<file path="config.mk">
export PLATFORM = sky130hd
export DESIGN_NAME = utb_top
export DESIGN_NICKNAME = d
export VERILOG_FILES = /design/src/rtl/utb_tx.v /design/src/rtl/utb_top.v
export VERILOG_INCLUDE_DIRS = /design/src /design/src/rtl
export SDC_FILE = /design/constraint.sdc
export NUM_CORES = 1
export LEC_CHECK = 0
export BUFFER_PORTS_ARGS = -buffer_cell sky130_fd_sc_hd__clkbuf_2
export CAP_MARGIN = 20
export CORE_MARGIN = 2
export CORE_UTILIZATION = 45
export DETAILED_ROUTE_END_ITERATION = 8
export GPL_ROUTABILITY_DRIVEN = 1
export PLACE_DENSITY = 0.74
export SYNTH_ARGS = -nofsm -noshare
export SYNTH_HDL_FRONTEND = slang
export SYNTH_SLANG_ARGS = --single-unit
</file>
<file path="constraint.sdc">
create_clock -name pclk -period 3.2 [get_ports pclk]
set_clock_uncertainty 0.1 [all_clocks]
set_input_delay 0 -clock pclk [delete_from_list [all_inputs] [get_ports pclk]]
set_output_delay 0 -clock pclk [all_outputs]
set_load 0.005 [all_outputs]
</file>
<file path="src/rtl/utb_regs.vh">
// Register map, field positions and reset values of the serial transmit unit
// Operation
// RULE1: Done flag sets when a byte ends: stop bit, or eighth bit in mode 0.
// RULE2: Buffer write with transmitter idle sets done flag at once.
// RULE3: Last byte finishing with nothing queued raises one extra done event.
// RULE4: Queued byte starts straight after the current one, no idle gap.
// RULE5: Ninth bit is read live when its position goes out, never buffered.
// RULE6: Single-buffered use: software clears done flag on entry and after writes.
// RULE7: Bit timing runs at sixteen times the selected baud rate.
// RULE8: Mode 0 baud is osc/16, mode 2 baud is osc/32.
// RULE9: Modes 1 and 3 baud is timer overflow over sixteen, at most osc/64.
// RULE10: Shared two-bit prescale: 00 osc/4, 01 osc/16, 10 osc/64, 11 reserved.
// RULE11: Timer overflow rate is osc over prescale times range minus reload.
// RULE12: Software keeps reload within timer range; impossible rates stay impossible.
// RULE13: Per port and direction, select bits 5 and 4 pick timer 2 overflow.
// RULE14: Timer 2 as baud source is a 16-bit up counter on prescaled ticks.
// RULE15: One port may use timer 2 while the other uses timer 1 or fixed.
// RULE16: With timer 2 selects clear, both ports run from timer 1 overflow.
// RULE17: Buffer write loads transmit; buffer read returns separate receive data.
// RULE18: Mode 1 frame: start 0, eight data bits LSB first, stop 1.
// RULE19: Modes 2 and 3 frame: start, eight data LSB first, ninth bit, stop.
// RULE20: After reset both buffer stages are empty and transmitter idle.
// RULE21: Write while second stage is full overwrites the queued byte.
`ifndef UTB_REGS_VH
`define UTB_REGS_VH

// ****************************************************************
// Register word indices (byte address is four times the index)
// ****************************************************************
`define UTB_T1CTL_IDX   14'h0410
`define UTB_T1RLD_IDX   14'h0411
`define UTB_T2CTL_IDX   14'h0418
`define UTB_TIMER2_MODE_CONTROL_IDX   14'h0419
`define UTB_T2RLD_IDX   14'h041a
`define UTB_SCTL0_IDX   14'h0420
`define UTB_SBUF0_IDX   14'h0421
`define UTB_SCTL1_IDX   14'h0424
`define UTB_SBUF1_IDX   14'h0425
`define UTB_SYSCFG_IDX  14'h0440

// ****************************************************************
// Field positions
// ****************************************************************
`define UTB_T1_RUN_BIT   0
`define UTB_T1_MODE8_BIT 1
`define UTB_T2_RUN_BIT   2
`define UTB_RX_T2_BIT    5
`define UTB_TX_T2_BIT    4
`define UTB_SC_RXDONE    0
`define UTB_SC_TXDONE    1
`define UTB_SC_RX9       2
`define UTB_SC_TX9       3
`define UTB_SC_BUSY      4
`define UTB_SC_MODE_LO   6
`define UTB_PRE_LO_BIT   2
`define UTB_PRE_HI_BIT   3

// ****************************************************************
// Reset values, divisors and frame limits
// ****************************************************************
`define UTB_REG8_RST     8'h00
`define UTB_RLD_RST      16'h0000
`define UTB_PRE_DIV4_M1  6'h03
`define UTB_PRE_DIV16_M1 6'h0f
`define UTB_PRE_DIV64_M1 6'h3f
`define UTB_SUB_LAST     4'hf
`define UTB_SUB_HALF     4'h8
`define UTB_IDX_M0_FIRST 4'h1
`define UTB_IDX_M0_LAST  4'h8
`define UTB_IDX_M1_LAST  4'h9
`define UTB_IDX_M23_LAST 4'ha

`endif

</file>
<file path="src/rtl/utb_tx.v">
// Double-buffered serial transmitter for one port
`timescale 1ns/1ns
`include "utb_regs.vh"
module utb_tx
#(
	parameter DW = 8
)
(
	input  wire          pclk,
	input  wire          presetn,
	input  wire [1:0]    mode,
	input  wire          tick,
	input  wire          wr,
	input  wire [DW-1:0] wdata,
	input  wire          tx_ninth_bit,
	output reg           txd_q,
	output reg           sdat_q,
	output reg           sdat_oe_q,
	output reg           done_q,
	output reg           busy_q
);

reg [DW-1:0] data_q;
reg [DW-1:0] hold_q;
reg          hold_full_q;
reg [3:0]    idx_q;
reg [3:0]    sub_q;
reg [3:0]    last_idx;
reg [3:0]    first_idx;
reg          bit_val;
wire         bit_end;
wire         frame_end;

// ****************************************************************
// Frame shape
// ****************************************************************
// Frame length by mode; mode 0 has no start or stop bit
always @*
begin
	first_idx = (mode == 2'd0) ? `UTB_IDX_M0_FIRST : 4'h0;
	case (mode)
		2'd0:    last_idx = `UTB_IDX_M0_LAST;
		2'd1:    last_idx = `UTB_IDX_M1_LAST; // RULE18
		default: last_idx = `UTB_IDX_M23_LAST; // RULE19
	endcase
end

// Bit on the line; ninth bit sampled live as it goes out
always @*
begin
	case (idx_q)
		4'h0:    bit_val = 1'b0;
		4'h9:    bit_val = (mode == 2'd1) ? 1'b1 : tx_ninth_bit; // RULE5
		4'ha:    bit_val = 1'b1;
		default: bit_val = data_q[idx_q[2:0] - 3'd1];
	endcase
end

assign bit_end   = busy_q & tick & (sub_q == `UTB_SUB_LAST); // RULE7
assign frame_end = bit_end & (idx_q == last_idx);

// ****************************************************************
// Sequencer and buffer stages
// ****************************************************************
// Reset leaves both stages empty and the line idle
always @(posedge pclk or negedge presetn)
begin
	if (!presetn)
	begin
		busy_q      <= 1'b0; // RULE20
		hold_full_q <= 1'b0;
		data_q      <= {DW{1'b0}};
		hold_q      <= {DW{1'b0}};
		idx_q       <= 4'h0;
		sub_q       <= 4'h0;
		done_q      <= 1'b0;
	end
	else
	begin
		done_q <= frame_end; // RULE1 RULE3
		if (busy_q && tick)
			sub_q <= sub_q + 4'h1;
		if (bit_end && !frame_end)
			idx_q <= idx_q + 4'h1;
		// Queued byte follows with no gap
		if (frame_end)
		begin
			idx_q <= first_idx;
			if (hold_full_q)
			begin
				data_q      <= hold_q; // RULE4
				hold_full_q <= 1'b0;
			end
			else if (!wr)
				busy_q <= 1'b0;
		end
		// Writes either start at once or fill the second stage
		if (wr)
		begin
			if (!busy_q && !hold_full_q)
			begin
				data_q <= wdata;
				busy_q <= 1'b1;
				idx_q  <= first_idx;
				sub_q  <= 4'h0;
				done_q <= 1'b1; // RULE2
			end
			else if (frame_end && !hold_full_q)
				data_q <= wdata; // RULE4
			else
			begin
				hold_q      <= wdata; // RULE21
				hold_full_q <= 1'b1;
			end
		end
	end
end

// ****************************************************************
// Registered line drivers
// ****************************************************************
// Mode 0 puts data on the data pin and the shift clock on txd
always @(posedge pclk or negedge presetn)
begin
	if (!presetn)
	begin
		txd_q     <= 1'b1;
		sdat_q    <= 1'b1;
		sdat_oe_q <= 1'b0;
	end
	else if (busy_q && mode == 2'd0)
	begin
		txd_q     <= (sub_q >= `UTB_SUB_HALF);
		sdat_q    <= bit_val;
		sdat_oe_q <= 1'b1;
	end
	else
	begin
		txd_q     <= busy_q ? bit_val : 1'b1;
		sdat_q    <= 1'b1;
		sdat_oe_q <= 1'b0;
	end
end

endmodule

</file>
<file path="src/rtl/utb_top.v">
// Two-port serial transmit unit with baud generation and APB registers
`timescale 1ns/1ns
`include "utb_regs.vh"
module utb_top
(
	input  wire        pclk,
	input  wire        presetn,
	input  wire        psel,
	input  wire        penable,
	input  wire        pwrite,
	input  wire [15:0] paddr,
	input  wire [31:0] pwdata,
	output reg  [31:0] prdata_q,
	output reg         pready_q,
	output reg         pslverr_q,
	input  wire [7:0]  rx_byte0,
	input  wire        rx_bit9_0,
	input  wire        rx_valid0,
	input  wire [7:0]  rx_byte1,
	input  wire        rx_bit9_1,
	input  wire        rx_valid1,
	output wire        txd0_q,
	output wire        sdat0_q,
	output wire        sdat0_oe_q,
	output wire        txd1_q,
	output wire        sdat1_q,
	output wire        sdat1_oe_q,
	output reg         rx_tick0_q,
	output reg         rx_tick1_q
);

// ****************************************************************
// Register storage
// ****************************************************************
reg  [7:0]  t1ctl_q;
reg  [15:0] t1rld_q;
reg  [7:0]  t2ctl_q;
reg  [7:0]  timer2_mode_control_q;
reg  [15:0] t2rld_q;
reg  [7:0]  syscfg_q;
reg  [1:0]  mode0_q;
reg  [1:0]  mode1_q;
reg         tx9_0_q;
reg         tx9_1_q;
reg         txdone0_q;
reg         txdone1_q;
reg         rxdone0_q;
reg         rxdone1_q;
reg         rx9_0_q;
reg         rx9_1_q;
reg  [7:0]  rxbuf0_q;
reg  [7:0]  rxbuf1_q;
reg  [5:0]  pre_q;
reg  [15:0] t1_q;
reg  [15:0] t2_q;
reg         t1_ovf_q;
reg         t2_ovf_q;
reg         half_q;
reg  [5:0]  pre_last;
reg  [31:0] rd_val;
reg         rd_hit;
reg         tick_tx0;
reg         tick_tx1;
reg         tick_rx0_d;
reg         tick_rx1_d;
wire [13:0] widx;
wire        wr_en;
wire        set_up;
wire [1:0]  pre_sel;
wire        tmr_tick;
wire        t1_top;
wire        wr_sbuf0;
wire        wr_sbuf1;
wire        done0;
wire        done1;
wire        busy0;
wire        busy1;

assign widx     = paddr[15:2];
assign set_up   = psel & ~penable;
assign wr_en    = psel & penable & pready_q & pwrite;
assign wr_sbuf0 = wr_en & (widx == `UTB_SBUF0_IDX); // RULE17
assign wr_sbuf1 = wr_en & (widx == `UTB_SBUF1_IDX);
assign pre_sel  = {syscfg_q[`UTB_PRE_HI_BIT], syscfg_q[`UTB_PRE_LO_BIT]};

// ****************************************************************
// Timer tick prescaler and timers
// ****************************************************************
// Prescale divisor; the reserved code stops all timer ticks
always @*
begin
	case (pre_sel)
		2'd0:    pre_last = `UTB_PRE_DIV4_M1; // RULE10
		2'd1:    pre_last = `UTB_PRE_DIV16_M1;
		default: pre_last = `UTB_PRE_DIV64_M1;
	endcase
end

assign tmr_tick = (pre_sel != 2'd3) && (pre_q == pre_last); // RULE10
assign t1_top   = t1ctl_q[`UTB_T1_MODE8_BIT] ? (t1_q[7:0] == 8'hff)
		: (t1_q == 16'hffff);

// Reload on overflow; timer 2 below its reload jumps up, no long first lap
always @(posedge pclk or negedge presetn)
begin
	if (!presetn)
	begin
		pre_q    <= 6'h00;
		t1_q     <= `UTB_RLD_RST;
		t2_q     <= `UTB_RLD_RST;
		t1_ovf_q <= 1'b0;
		t2_ovf_q <= 1'b0;
		half_q   <= 1'b0;
	end
	else
	begin
		half_q   <= ~half_q;
		pre_q    <= (tmr_tick || pre_q >= pre_last) ? 6'h00 : pre_q + 6'h01;
		t1_ovf_q <= 1'b0;
		t2_ovf_q <= 1'b0;
		if (tmr_tick && t1ctl_q[`UTB_T1_RUN_BIT])
		begin
			if (t1_top)
			begin
				t1_q     <= t1ctl_q[`UTB_T1_MODE8_BIT]
						? {8'h00, t1rld_q[7:0]} : t1rld_q; // RULE11
				t1_ovf_q <= 1'b1;
			end
			else
				t1_q <= t1_q + 16'h0001;
		end
		if (tmr_tick && t2ctl_q[`UTB_T2_RUN_BIT])
		begin
			if (t2_q == 16'hffff || t2_q < t2rld_q)
			begin
				t2_q     <= t2rld_q; // RULE14 RULE11
				t2_ovf_q <= 1'b1;
			end
			else
				t2_q <= t2_q + 16'h0001;
		end
	end
end

// ****************************************************************
// Per port and direction 16x tick selection
// ****************************************************************
// Timer 2 only where selected, so ports can differ in rate
always @*
begin
	case (mode0_q)
		2'd0:    tick_tx0 = 1'b1; // RULE8
		2'd2:    tick_tx0 = half_q; // RULE8
		default: tick_tx0 = 1'b0;
	endcase
	case (mode1_q)
		2'd0:    tick_tx1 = 1'b1;
		2'd2:    tick_tx1 = half_q;
		default: tick_tx1 = 1'b0;
	endcase
	tick_rx0_d = tick_tx0;
	tick_rx1_d = tick_tx1;
	// Variable-rate modes: overflow is the 16x tick
	if (mode0_q[0])
	begin
		tick_tx0   = t2ctl_q[`UTB_TX_T2_BIT] ? t2_ovf_q : t1_ovf_q; // RULE13
		tick_rx0_d = t2ctl_q[`UTB_RX_T2_BIT] ? t2_ovf_q : t1_ovf_q; // RULE16
	end
	if (mode1_q[0])
	begin
		tick_tx1   = timer2_mode_control_q[`UTB_TX_T2_BIT] ? t2_ovf_q : t1_ovf_q; // RULE15
		tick_rx1_d = timer2_mode_control_q[`UTB_RX_T2_BIT] ? t2_ovf_q : t1_ovf_q; // RULE9
	end
end

// Receive ticks handed to the receivers registered
always @(posedge pclk or negedge presetn)
begin
	if (!presetn)
	begin
		rx_tick0_q <= 1'b0;
		rx_tick1_q <= 1'b0;
	end
	else
	begin
		rx_tick0_q <= tick_rx0_d;
		rx_tick1_q <= tick_rx1_d;
	end
end

// ****************************************************************
// Transmitters
// ****************************************************************
utb_tx #(.DW(8)) u_tx0
(
	.pclk         (pclk),
	.presetn      (presetn),
	.mode         (mode0_q),
	.tick         (tick_tx0),
	.wr           (wr_sbuf0),
	.wdata        (pwdata[7:0]),
	.tx_ninth_bit (tx9_0_q),
	.txd_q        (txd0_q),
	.sdat_q       (sdat0_q),
	.sdat_oe_q    (sdat0_oe_q),
	.done_q       (done0),
	.busy_q       (busy0)
);

utb_tx #(.DW(8)) u_tx1
(
	.pclk         (pclk),
	.presetn      (presetn),
	.mode         (mode1_q),
	.tick         (tick_tx1),
	.wr           (wr_sbuf1),
	.wdata        (pwdata[7:0]),
	.tx_ninth_bit (tx9_1_q),
	.txd_q        (txd1_q),
	.sdat_q       (sdat1_q),
	.sdat_oe_q    (sdat1_oe_q),
	.done_q       (done1),
	.busy_q       (busy1)
);

// ****************************************************************
// APB writes and flags
// ****************************************************************
// Hardware set beats a software clear in the same cycle
always @(posedge pclk or negedge presetn)
begin
	if (!presetn)
	begin
		t1ctl_q   <= `UTB_REG8_RST;
		t1rld_q   <= `UTB_RLD_RST;
		t2ctl_q   <= `UTB_REG8_RST;
		timer2_mode_control_q   <= `UTB_REG8_RST;
		t2rld_q   <= `UTB_RLD_RST;
		syscfg_q  <= `UTB_REG8_RST;
		mode0_q   <= 2'd0;
		mode1_q   <= 2'd0;
		tx9_0_q   <= 1'b0;
		tx9_1_q   <= 1'b0;
		txdone0_q <= 1'b0;
		txdone1_q <= 1'b0;
		rxdone0_q <= 1'b0;
		rxdone1_q <= 1'b0;
		rx9_0_q   <= 1'b0;
		rx9_1_q   <= 1'b0;
		rxbuf0_q  <= 8'h00;
		rxbuf1_q  <= 8'h00;
	end
	else
	begin
		if (wr_en)
		begin
			case (widx)
				`UTB_T1CTL_IDX:  t1ctl_q  <= pwdata[7:0];
				`UTB_T1RLD_IDX:  t1rld_q  <= pwdata[15:0];
				`UTB_T2CTL_IDX:  t2ctl_q  <= pwdata[7:0];
				`UTB_TIMER2_MODE_CONTROL_IDX:  timer2_mode_control_q  <= pwdata[7:0];
				`UTB_T2RLD_IDX:  t2rld_q  <= pwdata[15:0];
				`UTB_SYSCFG_IDX: syscfg_q <= pwdata[7:0];
				`UTB_SCTL0_IDX:
				begin
					mode0_q   <= pwdata[`UTB_SC_MODE_LO+1:`UTB_SC_MODE_LO];
					tx9_0_q   <= pwdata[`UTB_SC_TX9];
					txdone0_q <= pwdata[`UTB_SC_TXDONE];
					rxdone0_q <= pwdata[`UTB_SC_RXDONE];
				end
				`UTB_SCTL1_IDX:
				begin
					mode1_q   <= pwdata[`UTB_SC_MODE_LO+1:`UTB_SC_MODE_LO];
					tx9_1_q   <= pwdata[`UTB_SC_TX9];
					txdone1_q <= pwdata[`UTB_SC_TXDONE];
					rxdone1_q <= pwdata[`UTB_SC_RXDONE];
				end
				default: ;
			endcase
		end
		if (done0)
			txdone0_q <= 1'b1; // RULE1 RULE2
		if (done1)
			txdone1_q <= 1'b1; // RULE1 RULE2
		// Separate receive holding registers
		if (rx_valid0)
		begin
			rxbuf0_q  <= rx_byte0; // RULE17
			rx9_0_q   <= rx_bit9_0;
			rxdone0_q <= 1'b1;
		end
		if (rx_valid1)
		begin
			rxbuf1_q  <= rx_byte1;
			rx9_1_q   <= rx_bit9_1;
			rxdone1_q <= 1'b1;
		end
	end
end

// ****************************************************************
// APB read path
// ****************************************************************
// Read mux; unmapped words read zero with an error answer
always @*
begin
	rd_val = 32'h0000_0000;
	rd_hit = 1'b1;
	case (widx)
		`UTB_T1CTL_IDX:  rd_val[7:0]  = t1ctl_q;
		`UTB_T1RLD_IDX:  rd_val[15:0] = t1rld_q;
		`UTB_T2CTL_IDX:  rd_val[7:0]  = t2ctl_q;
		`UTB_TIMER2_MODE_CONTROL_IDX:  rd_val[7:0]  = timer2_mode_control_q;
		`UTB_T2RLD_IDX:  rd_val[15:0] = t2rld_q;
		`UTB_SYSCFG_IDX: rd_val[7:0]  = syscfg_q;
		`UTB_SCTL0_IDX:  rd_val[7:0]  = {mode0_q, 1'b0, busy0, tx9_0_q,
				rx9_0_q, txdone0_q, rxdone0_q};
		`UTB_SCTL1_IDX:  rd_val[7:0]  = {mode1_q, 1'b0, busy1, tx9_1_q,
				rx9_1_q, txdone1_q, rxdone1_q};
		`UTB_SBUF0_IDX:  rd_val[7:0]  = rxbuf0_q; // RULE17
		`UTB_SBUF1_IDX:  rd_val[7:0]  = rxbuf1_q;
		default:         rd_hit       = 1'b0;
	endcase
end

// Answer is prepared in the setup cycle, so every access has one cycle
always @(posedge pclk or negedge presetn)
begin
	if (!presetn)
	begin
		prdata_q  <= 32'h0000_0000;
		pready_q  <= 1'b0;
		pslverr_q <= 1'b0;
	end
	else
	begin
		pready_q  <= set_up;
		pslverr_q <= set_up & ~rd_hit;
		if (set_up && !pwrite)
			prdata_q <= rd_val;
	end
end

endmodule

</file>
* Word-level counts from Yosys, hierarchy flattened
Index checks and enable logic that the tools add are counted.
** Cells by class
- Add/subtract/negate cells :: 9
- Magnitude comparators :: 6
- Eq/ne operators :: 28
- Multiplexer cells :: 101
- Bitwise operators :: 20
- Reductions and logical operators :: 51
** Operator list (count)
- $eq 14x11->1 const B :: 10
- $mux 8 :: 10
- $pmux 8 s10 :: 1
- $mux 1 :: 62
- $mux 4 :: 14
- $mux 16 :: 3
- $add 16x1->16 const B :: 2
- $eq 16x16->1 const B :: 2
- $eq 4x4->1 const B :: 6
- $reduce_and 2->1 :: 12
- $add 4x1->4 const B :: 4
- $lt 16x16->1 :: 1
- $pmux 8 s2 :: 1
- $reduce_bool 2->1 :: 8
- $logic_and 1x1->1 :: 14
- $and 1x1->1 :: 13
- $pmux 6 s2 :: 1
- $reduce_or 10->1 :: 1
- $eq 4x4->1 :: 2
- $eq 8x8->1 const B :: 1
- $ge 4x4->1 const B :: 2
- $logic_not 4->1 :: 2
- $lt 3x4->1 const B :: 2
- $pmux 2 s2 :: 2
- other kinds (16) :: 39
** Storage, ports and cells
- Register bits :: 213
- Input port bits :: 73
- Output and inout port bits :: 42
- Word-level logic and storage cells :: 264

* Logic depth before layout (Yosys ltp)
- Depth in word-level cells :: 12
- Mapped depth :: 10
- Gate-level depth less buffers :: 8

* Modules after synthesis
A second synthesis with hierarchy kept.
** Unflattened totals
- Cells, all modules :: 1042
- Area total of the unflattened synthesis :: 11378.4 µm²
** By module, submodules not included
- utb_top :: instances 1, cells an instance 766, area each 8150.3 µm²
- utb_tx (u_tx1) :: instances 1, cells an instance 134, area each 1616.6 µm²
- utb_tx (u_tx0) :: instances 1, cells an instance 142, area each 1611.5 µm²

* Least setup slack after synthesis
No wires, ideal clock.
- Path type :: reg-to-reg
- From :: reg u_tx1.idx_q[0]
- To :: reg u_tx1.sdat_q
- Setup time :: 82 ps
- Arrival time :: 2276 ps
- Data required time :: 3018 ps
- Path slack :: 742 ps
- Stages on the path, launching flop included :: 8
- Clock period less this slack :: 2458 ps
- Path through :: dfrtp_1 -> inv_1 -> ha_1 -> mux4_2 -> a31oi_1 -> a21oi_1 -> a2111o_1 -> a211o_1
** Between the ends
- Longest elaborated chain between the ends :: 5
** Ends and longest elaborated chain
- start: declaration :: RTL line utb_tx.v:26 : reg [3:0] idx_q;
- start signal: assignment :: RTL line utb_tx.v:84 : idx_q <= idx_q + 4'h1;
- start signal: assignment :: RTL line utb_tx.v:88 : idx_q <= first_idx;
- start signal: assignment :: RTL line utb_tx.v:104 : idx_q <= first_idx;
- $sub 3x1->3 :: RTL line utb_tx.v:55 : default: bit_val = data_q[idx_q[2:0] - 3'd1];
- $bmux 1 s3 :: RTL line utb_tx.v:55
- $mux 1 (implied by the code) :: RTL line utb_tx.v:55
- $pmux 1 s3 (*) :: RTL line utb_tx.v:51 : case (idx_q)
- $mux 1 (*) :: RTL line utb_tx.v:131 : else if (busy_q && mode == 2'd0)
- end signal: assignment :: RTL line utb_tx.v:134 : sdat_q <= bit_val;
- end: declaration :: RTL line utb_tx.v:17 : output reg sdat_q,
Every way passes the cells marked *; elsewhere a longest branch is shown, timed or not. The select of a mux whose other input is x is not followed.
A chain may end at the register's enable or synchronous reset.

* Worst setup path after layout
- From :: in paddr[11]
- To :: reg u_tx1.idx_q[0]
** Between the ends
- Longest elaborated chain between the ends :: 3
** Ends and longest elaborated chain
- start: declaration :: RTL line utb_top.v:11 : input wire [15:0] paddr,
- $eq 14x11->1
- $and 1x1->1 :: RTL line utb_top.v:83 : assign wr_sbuf1 = wr_en & (widx == `UTB_SBUF1_IDX);
- $mux 4 :: RTL line utb_tx.v:98 : if (wr)
Every way passes these cells.

==> summary.txt <==
Status
  – Status: completed

Placement
  – # port buffers: 80
  – Routability congestion estimate: 0.8908
  – Detailed Place HPWL: 18.76 mm
  – Post-place instance area: 11810 µm²

Die
  – Area of the core: 24390 µm²
  – Initial Util: 45.89%
  – Die X: 161.7 µm
  – FP Rows: 57
  – Die Ht: 161.7 µm
  – Area of the die: 26150 µm²
  – I/O Pins: 115

Routing
  – Top Metal Used: met4
  – TritonRoute pass-1 iters: 5
  – Post-DR wirelength/cell: 18.31 µm
  – Routed vias/inst: 5.630
  – Met2 Routed Length: 12.96 mm
  – Metal3 WL: 1.485 mm
  – Via count: 8495
  – Wire length on met1: 12.55 mm
  – Starting DRT DRC Count: 673
  – Routed Antenna Nets: 0
  – WL final: 27.63 mm
  – Remaining DRCs: 0

STA
  – Final Cycle Share: 96.11%
  – Tmin final: 3.075 ns
  – Max_slew headroom: 49.06%
  – # setup viols final: 0
  – Hold Violations, Final: 0
  – Max Freq: 325.2 MHz
  – Setup TNS: 0 ns
  – RSZ-0062 raised after global routing: no
  – Actual slew at the worst max-slew pin: 0.7641 ns
  – Slew Viols, Final: 0

Clock tree
  – Max clock buf depth: 3
  – CTS buffer count: 23
  – Clock sink total: 213
  – Clock slew at reported path FFs: 0.06 ns
  – Worst-skew pair later-pin latency: 0.52 ns
  – CTS Root Cell: clkbuf_16
  – CTS HTree Levels: 1
  – CTS tree: built

Yosys
  – Commonest cells in the netlist: dfrtp_1, mux2_2, nand2_1, nor2_1, a21oi_1
  – FF+latch count, synth: 213
  – Top_reg_cell synth: dfrtp_1
  – Yosys cell types: 77
  – Top-count cell post-synth: dfrtp_1
  – Share of the synthesized area in the top cell type: 46.73%
  – Mapped Area: 11190 µm²
  – Number of synthesized flops with an enable pin: 0
  – Top cells by area, synth: dfrtp_1, mux2_2, mux2i_1
  – Area leader, netlist: dfrtp_1
  – Mapped Cells: 1028
  – Synth async-reset ratio: 100.0%
  – Seq/Total Area, Yosys: 47.67%
  – Post-Syn Area per Cell: 10.89 µm²
  – Yosys warns: 0

Setup path
  – Worst Path Buf+Inv: 3
  – Critical path class: in2reg
  – Worst-path cell chain: dlygate4sd3_1 > clkbuf_2 > or4_4 > nor2_4 > dlygate4sd3_1 > nand4_2 > nor3_2 > nand2b_1 > mux2_2
  – CP startpoint kind: input pin
  – Worst path required time: 3.51 ns
  – Slowest CP cell: dlygate4sd3_1
  – Crit-path leading delay family: simple AND/OR/NAND/NOR gates
  – Crit path arrival time: 3.38 ns
  – Critical Path Fanout Max: 9
  – Crit-path most repeated cell: dlygate4sd3_1
  – Slowest cell delay on critical path: 0.68 ns
  – Worst setup EP type: flop

Finish
  – Layout cell share with drive strength beyond 1: 23.29%
  – Area grow syn2layout: 18.57%
  – Diode count: 0
  – Fin nets: 1275
  – Final Cell Area: 13270 µm²

Pwr
  – Power Dens Cells: 478.8 nW/µm²
  – Worst vdd ir: 373.0 µV
  – Overall power: 0.006354 W
  – Leak: 5.943 nW

GRT
  – First-pass GRT wire length: 44.35 mm
  – Number of global-route vias before repair: 8305
  – Largest net degree at the start of global routing: 101
  – Global router's overall resource usage: 21.22%
  – Initial antenna violation count: 0
  – GRT overflow: 0

Run
  – MaxCap Viol Count: 0

Worst hold path
  – HP Class: in2reg
[cell usage in the layout (no fill, tap or decap), types with 14 or more instances in the layout]
master,instances
dlygate4sd3_1,70
buf_4,15
conb_1,16
inv_1,38
xnor2_1,15
ha_1,34
mux2i_1,43
clkbuf_2,79
mux2_2,107
nor2b_1,15
a21oi_1,58
a22oi_1,21
nand2_1,81
dfrtp_1,209
nand4_1,14
nor2_1,77
nand3_1,23
o21ai_0,56
clkbuf_16,23
[worst register-to-register path, stage by stage (launching register included)]
cell	delay, ns
dfrtp_1	0.41
inv_1	0.06
ha_1	0.29
a2111o_1	0.38
a32oi_1	0.40
a21oi_2	0.23
nor2_4	0.41
mux2_2	0.40
[stage by stage]
stage / hold slack (ns) / cells / setup slack, ns / utilization, %
floorplan: -0.3956 / 1043 / 0.7422 / -
global placement: -0.04711 / 1397 / 0.4912 / 48.42
detailed placement: -0.04292 / 1397 / 0.4329 / 48.42
CTS: 0.002615 / 1509 / 0.1482 / 54.41
global route: 0.05711 / 1509 / 0.03395 / 54.41
finish: 0.02959 / 1509 / 0.1245 / 54.41
[layer usage]
metal / up-vias / GRT usage (%)
met1: 4229 / 30.02
met5: - / 0
met4: 0 / 5.591
met3: 45 / 3.064
met2: 267 / 34.54
li1: 3954 / -
[final cells by class]
| cell class | count | area [µm²] |
|---|---|---|
| timing repair buffer | 166 | 1242 |
| clock buffer | 39 | 715.7 |
| sequential | 213 | 5335 |
| tap | 324 | 405.4 |
| multi-input combinational | 726 | 5385 |
| fill | 2085 | 11120 |
| clock inverter | 3 | 43.79 |
| inverter | 38 | 142.6 |
[kinds of logic (layout without fill, tap and decap cells)]
logic type,count (synthesis),count (layout),synth area share [%]
adder cells (fa/ha/maj),34,34,3.801
buffers and inverters,104,246,4.718
other,1,16,0.03351
multiplexers,155,155,15.52
flip-flops,213,213,47.67
AND/OR/NAND/NOR,291,291,14.31
XOR/XNOR,27,27,2.113
AO/OA/AOI/OAI,203,203,11.84
[state kept, by name (all words and copies together), names as in the netlist, 6 cells and up]
signal / cells
u_tx0.data_q: 8
prdata_q: 16
t2ctl_q: 8
rxbuf0_q: 8
t1ctl_q: 8
u_tx0.hold_q: 8
u_tx1.hold_q: 8
t1rld_q: 16
t1_q: 16
pre_q: 6
t2rld_q: 16
u_tx1.data_q: 8
rxbuf1_q: 8
syscfg_q: 8
t2_q: 16
timer2_mode_control_q: 8
[worst paths after layout]
kind / cells past startpoint / to / startpoint / slack, ns
setup reg to reg: 7 / t2_q[8] / t2rld_q[1] / 0.39
min in group asynchronous: 3 / t2_q[9] / presetn / 0.51
setup / recovery: 9 / u_tx1.idx_q[0] / paddr[11] / 0.12
hold reg to reg: 1 / txdone0_q / u_tx0.done_q / 0.34
max in group asynchronous: 4 / t2_q[11] / presetn / 1.30
hold / removal: 4 / prdata_q[5] / paddr[5] / 0.03
[where the power goes]
group          switching [W]  internal, W  total (W)
combinational       0.000377     0.000349   0.000726
sequential          0.000149      0.00283    0.00297
clock                0.00106      0.00159    0.00265
[timing repair]
| item | 4_1_cts | 5_1_grt |
|---|---|---|
| endpoints found under the hold margin | 211 | 0 |
| setup buffers | 0 | 0 |
| hold buffers | 70 | 0 |
| resized for setup | 0 | 0 |
Note: power is estimated with default switching activity, not from simulation.
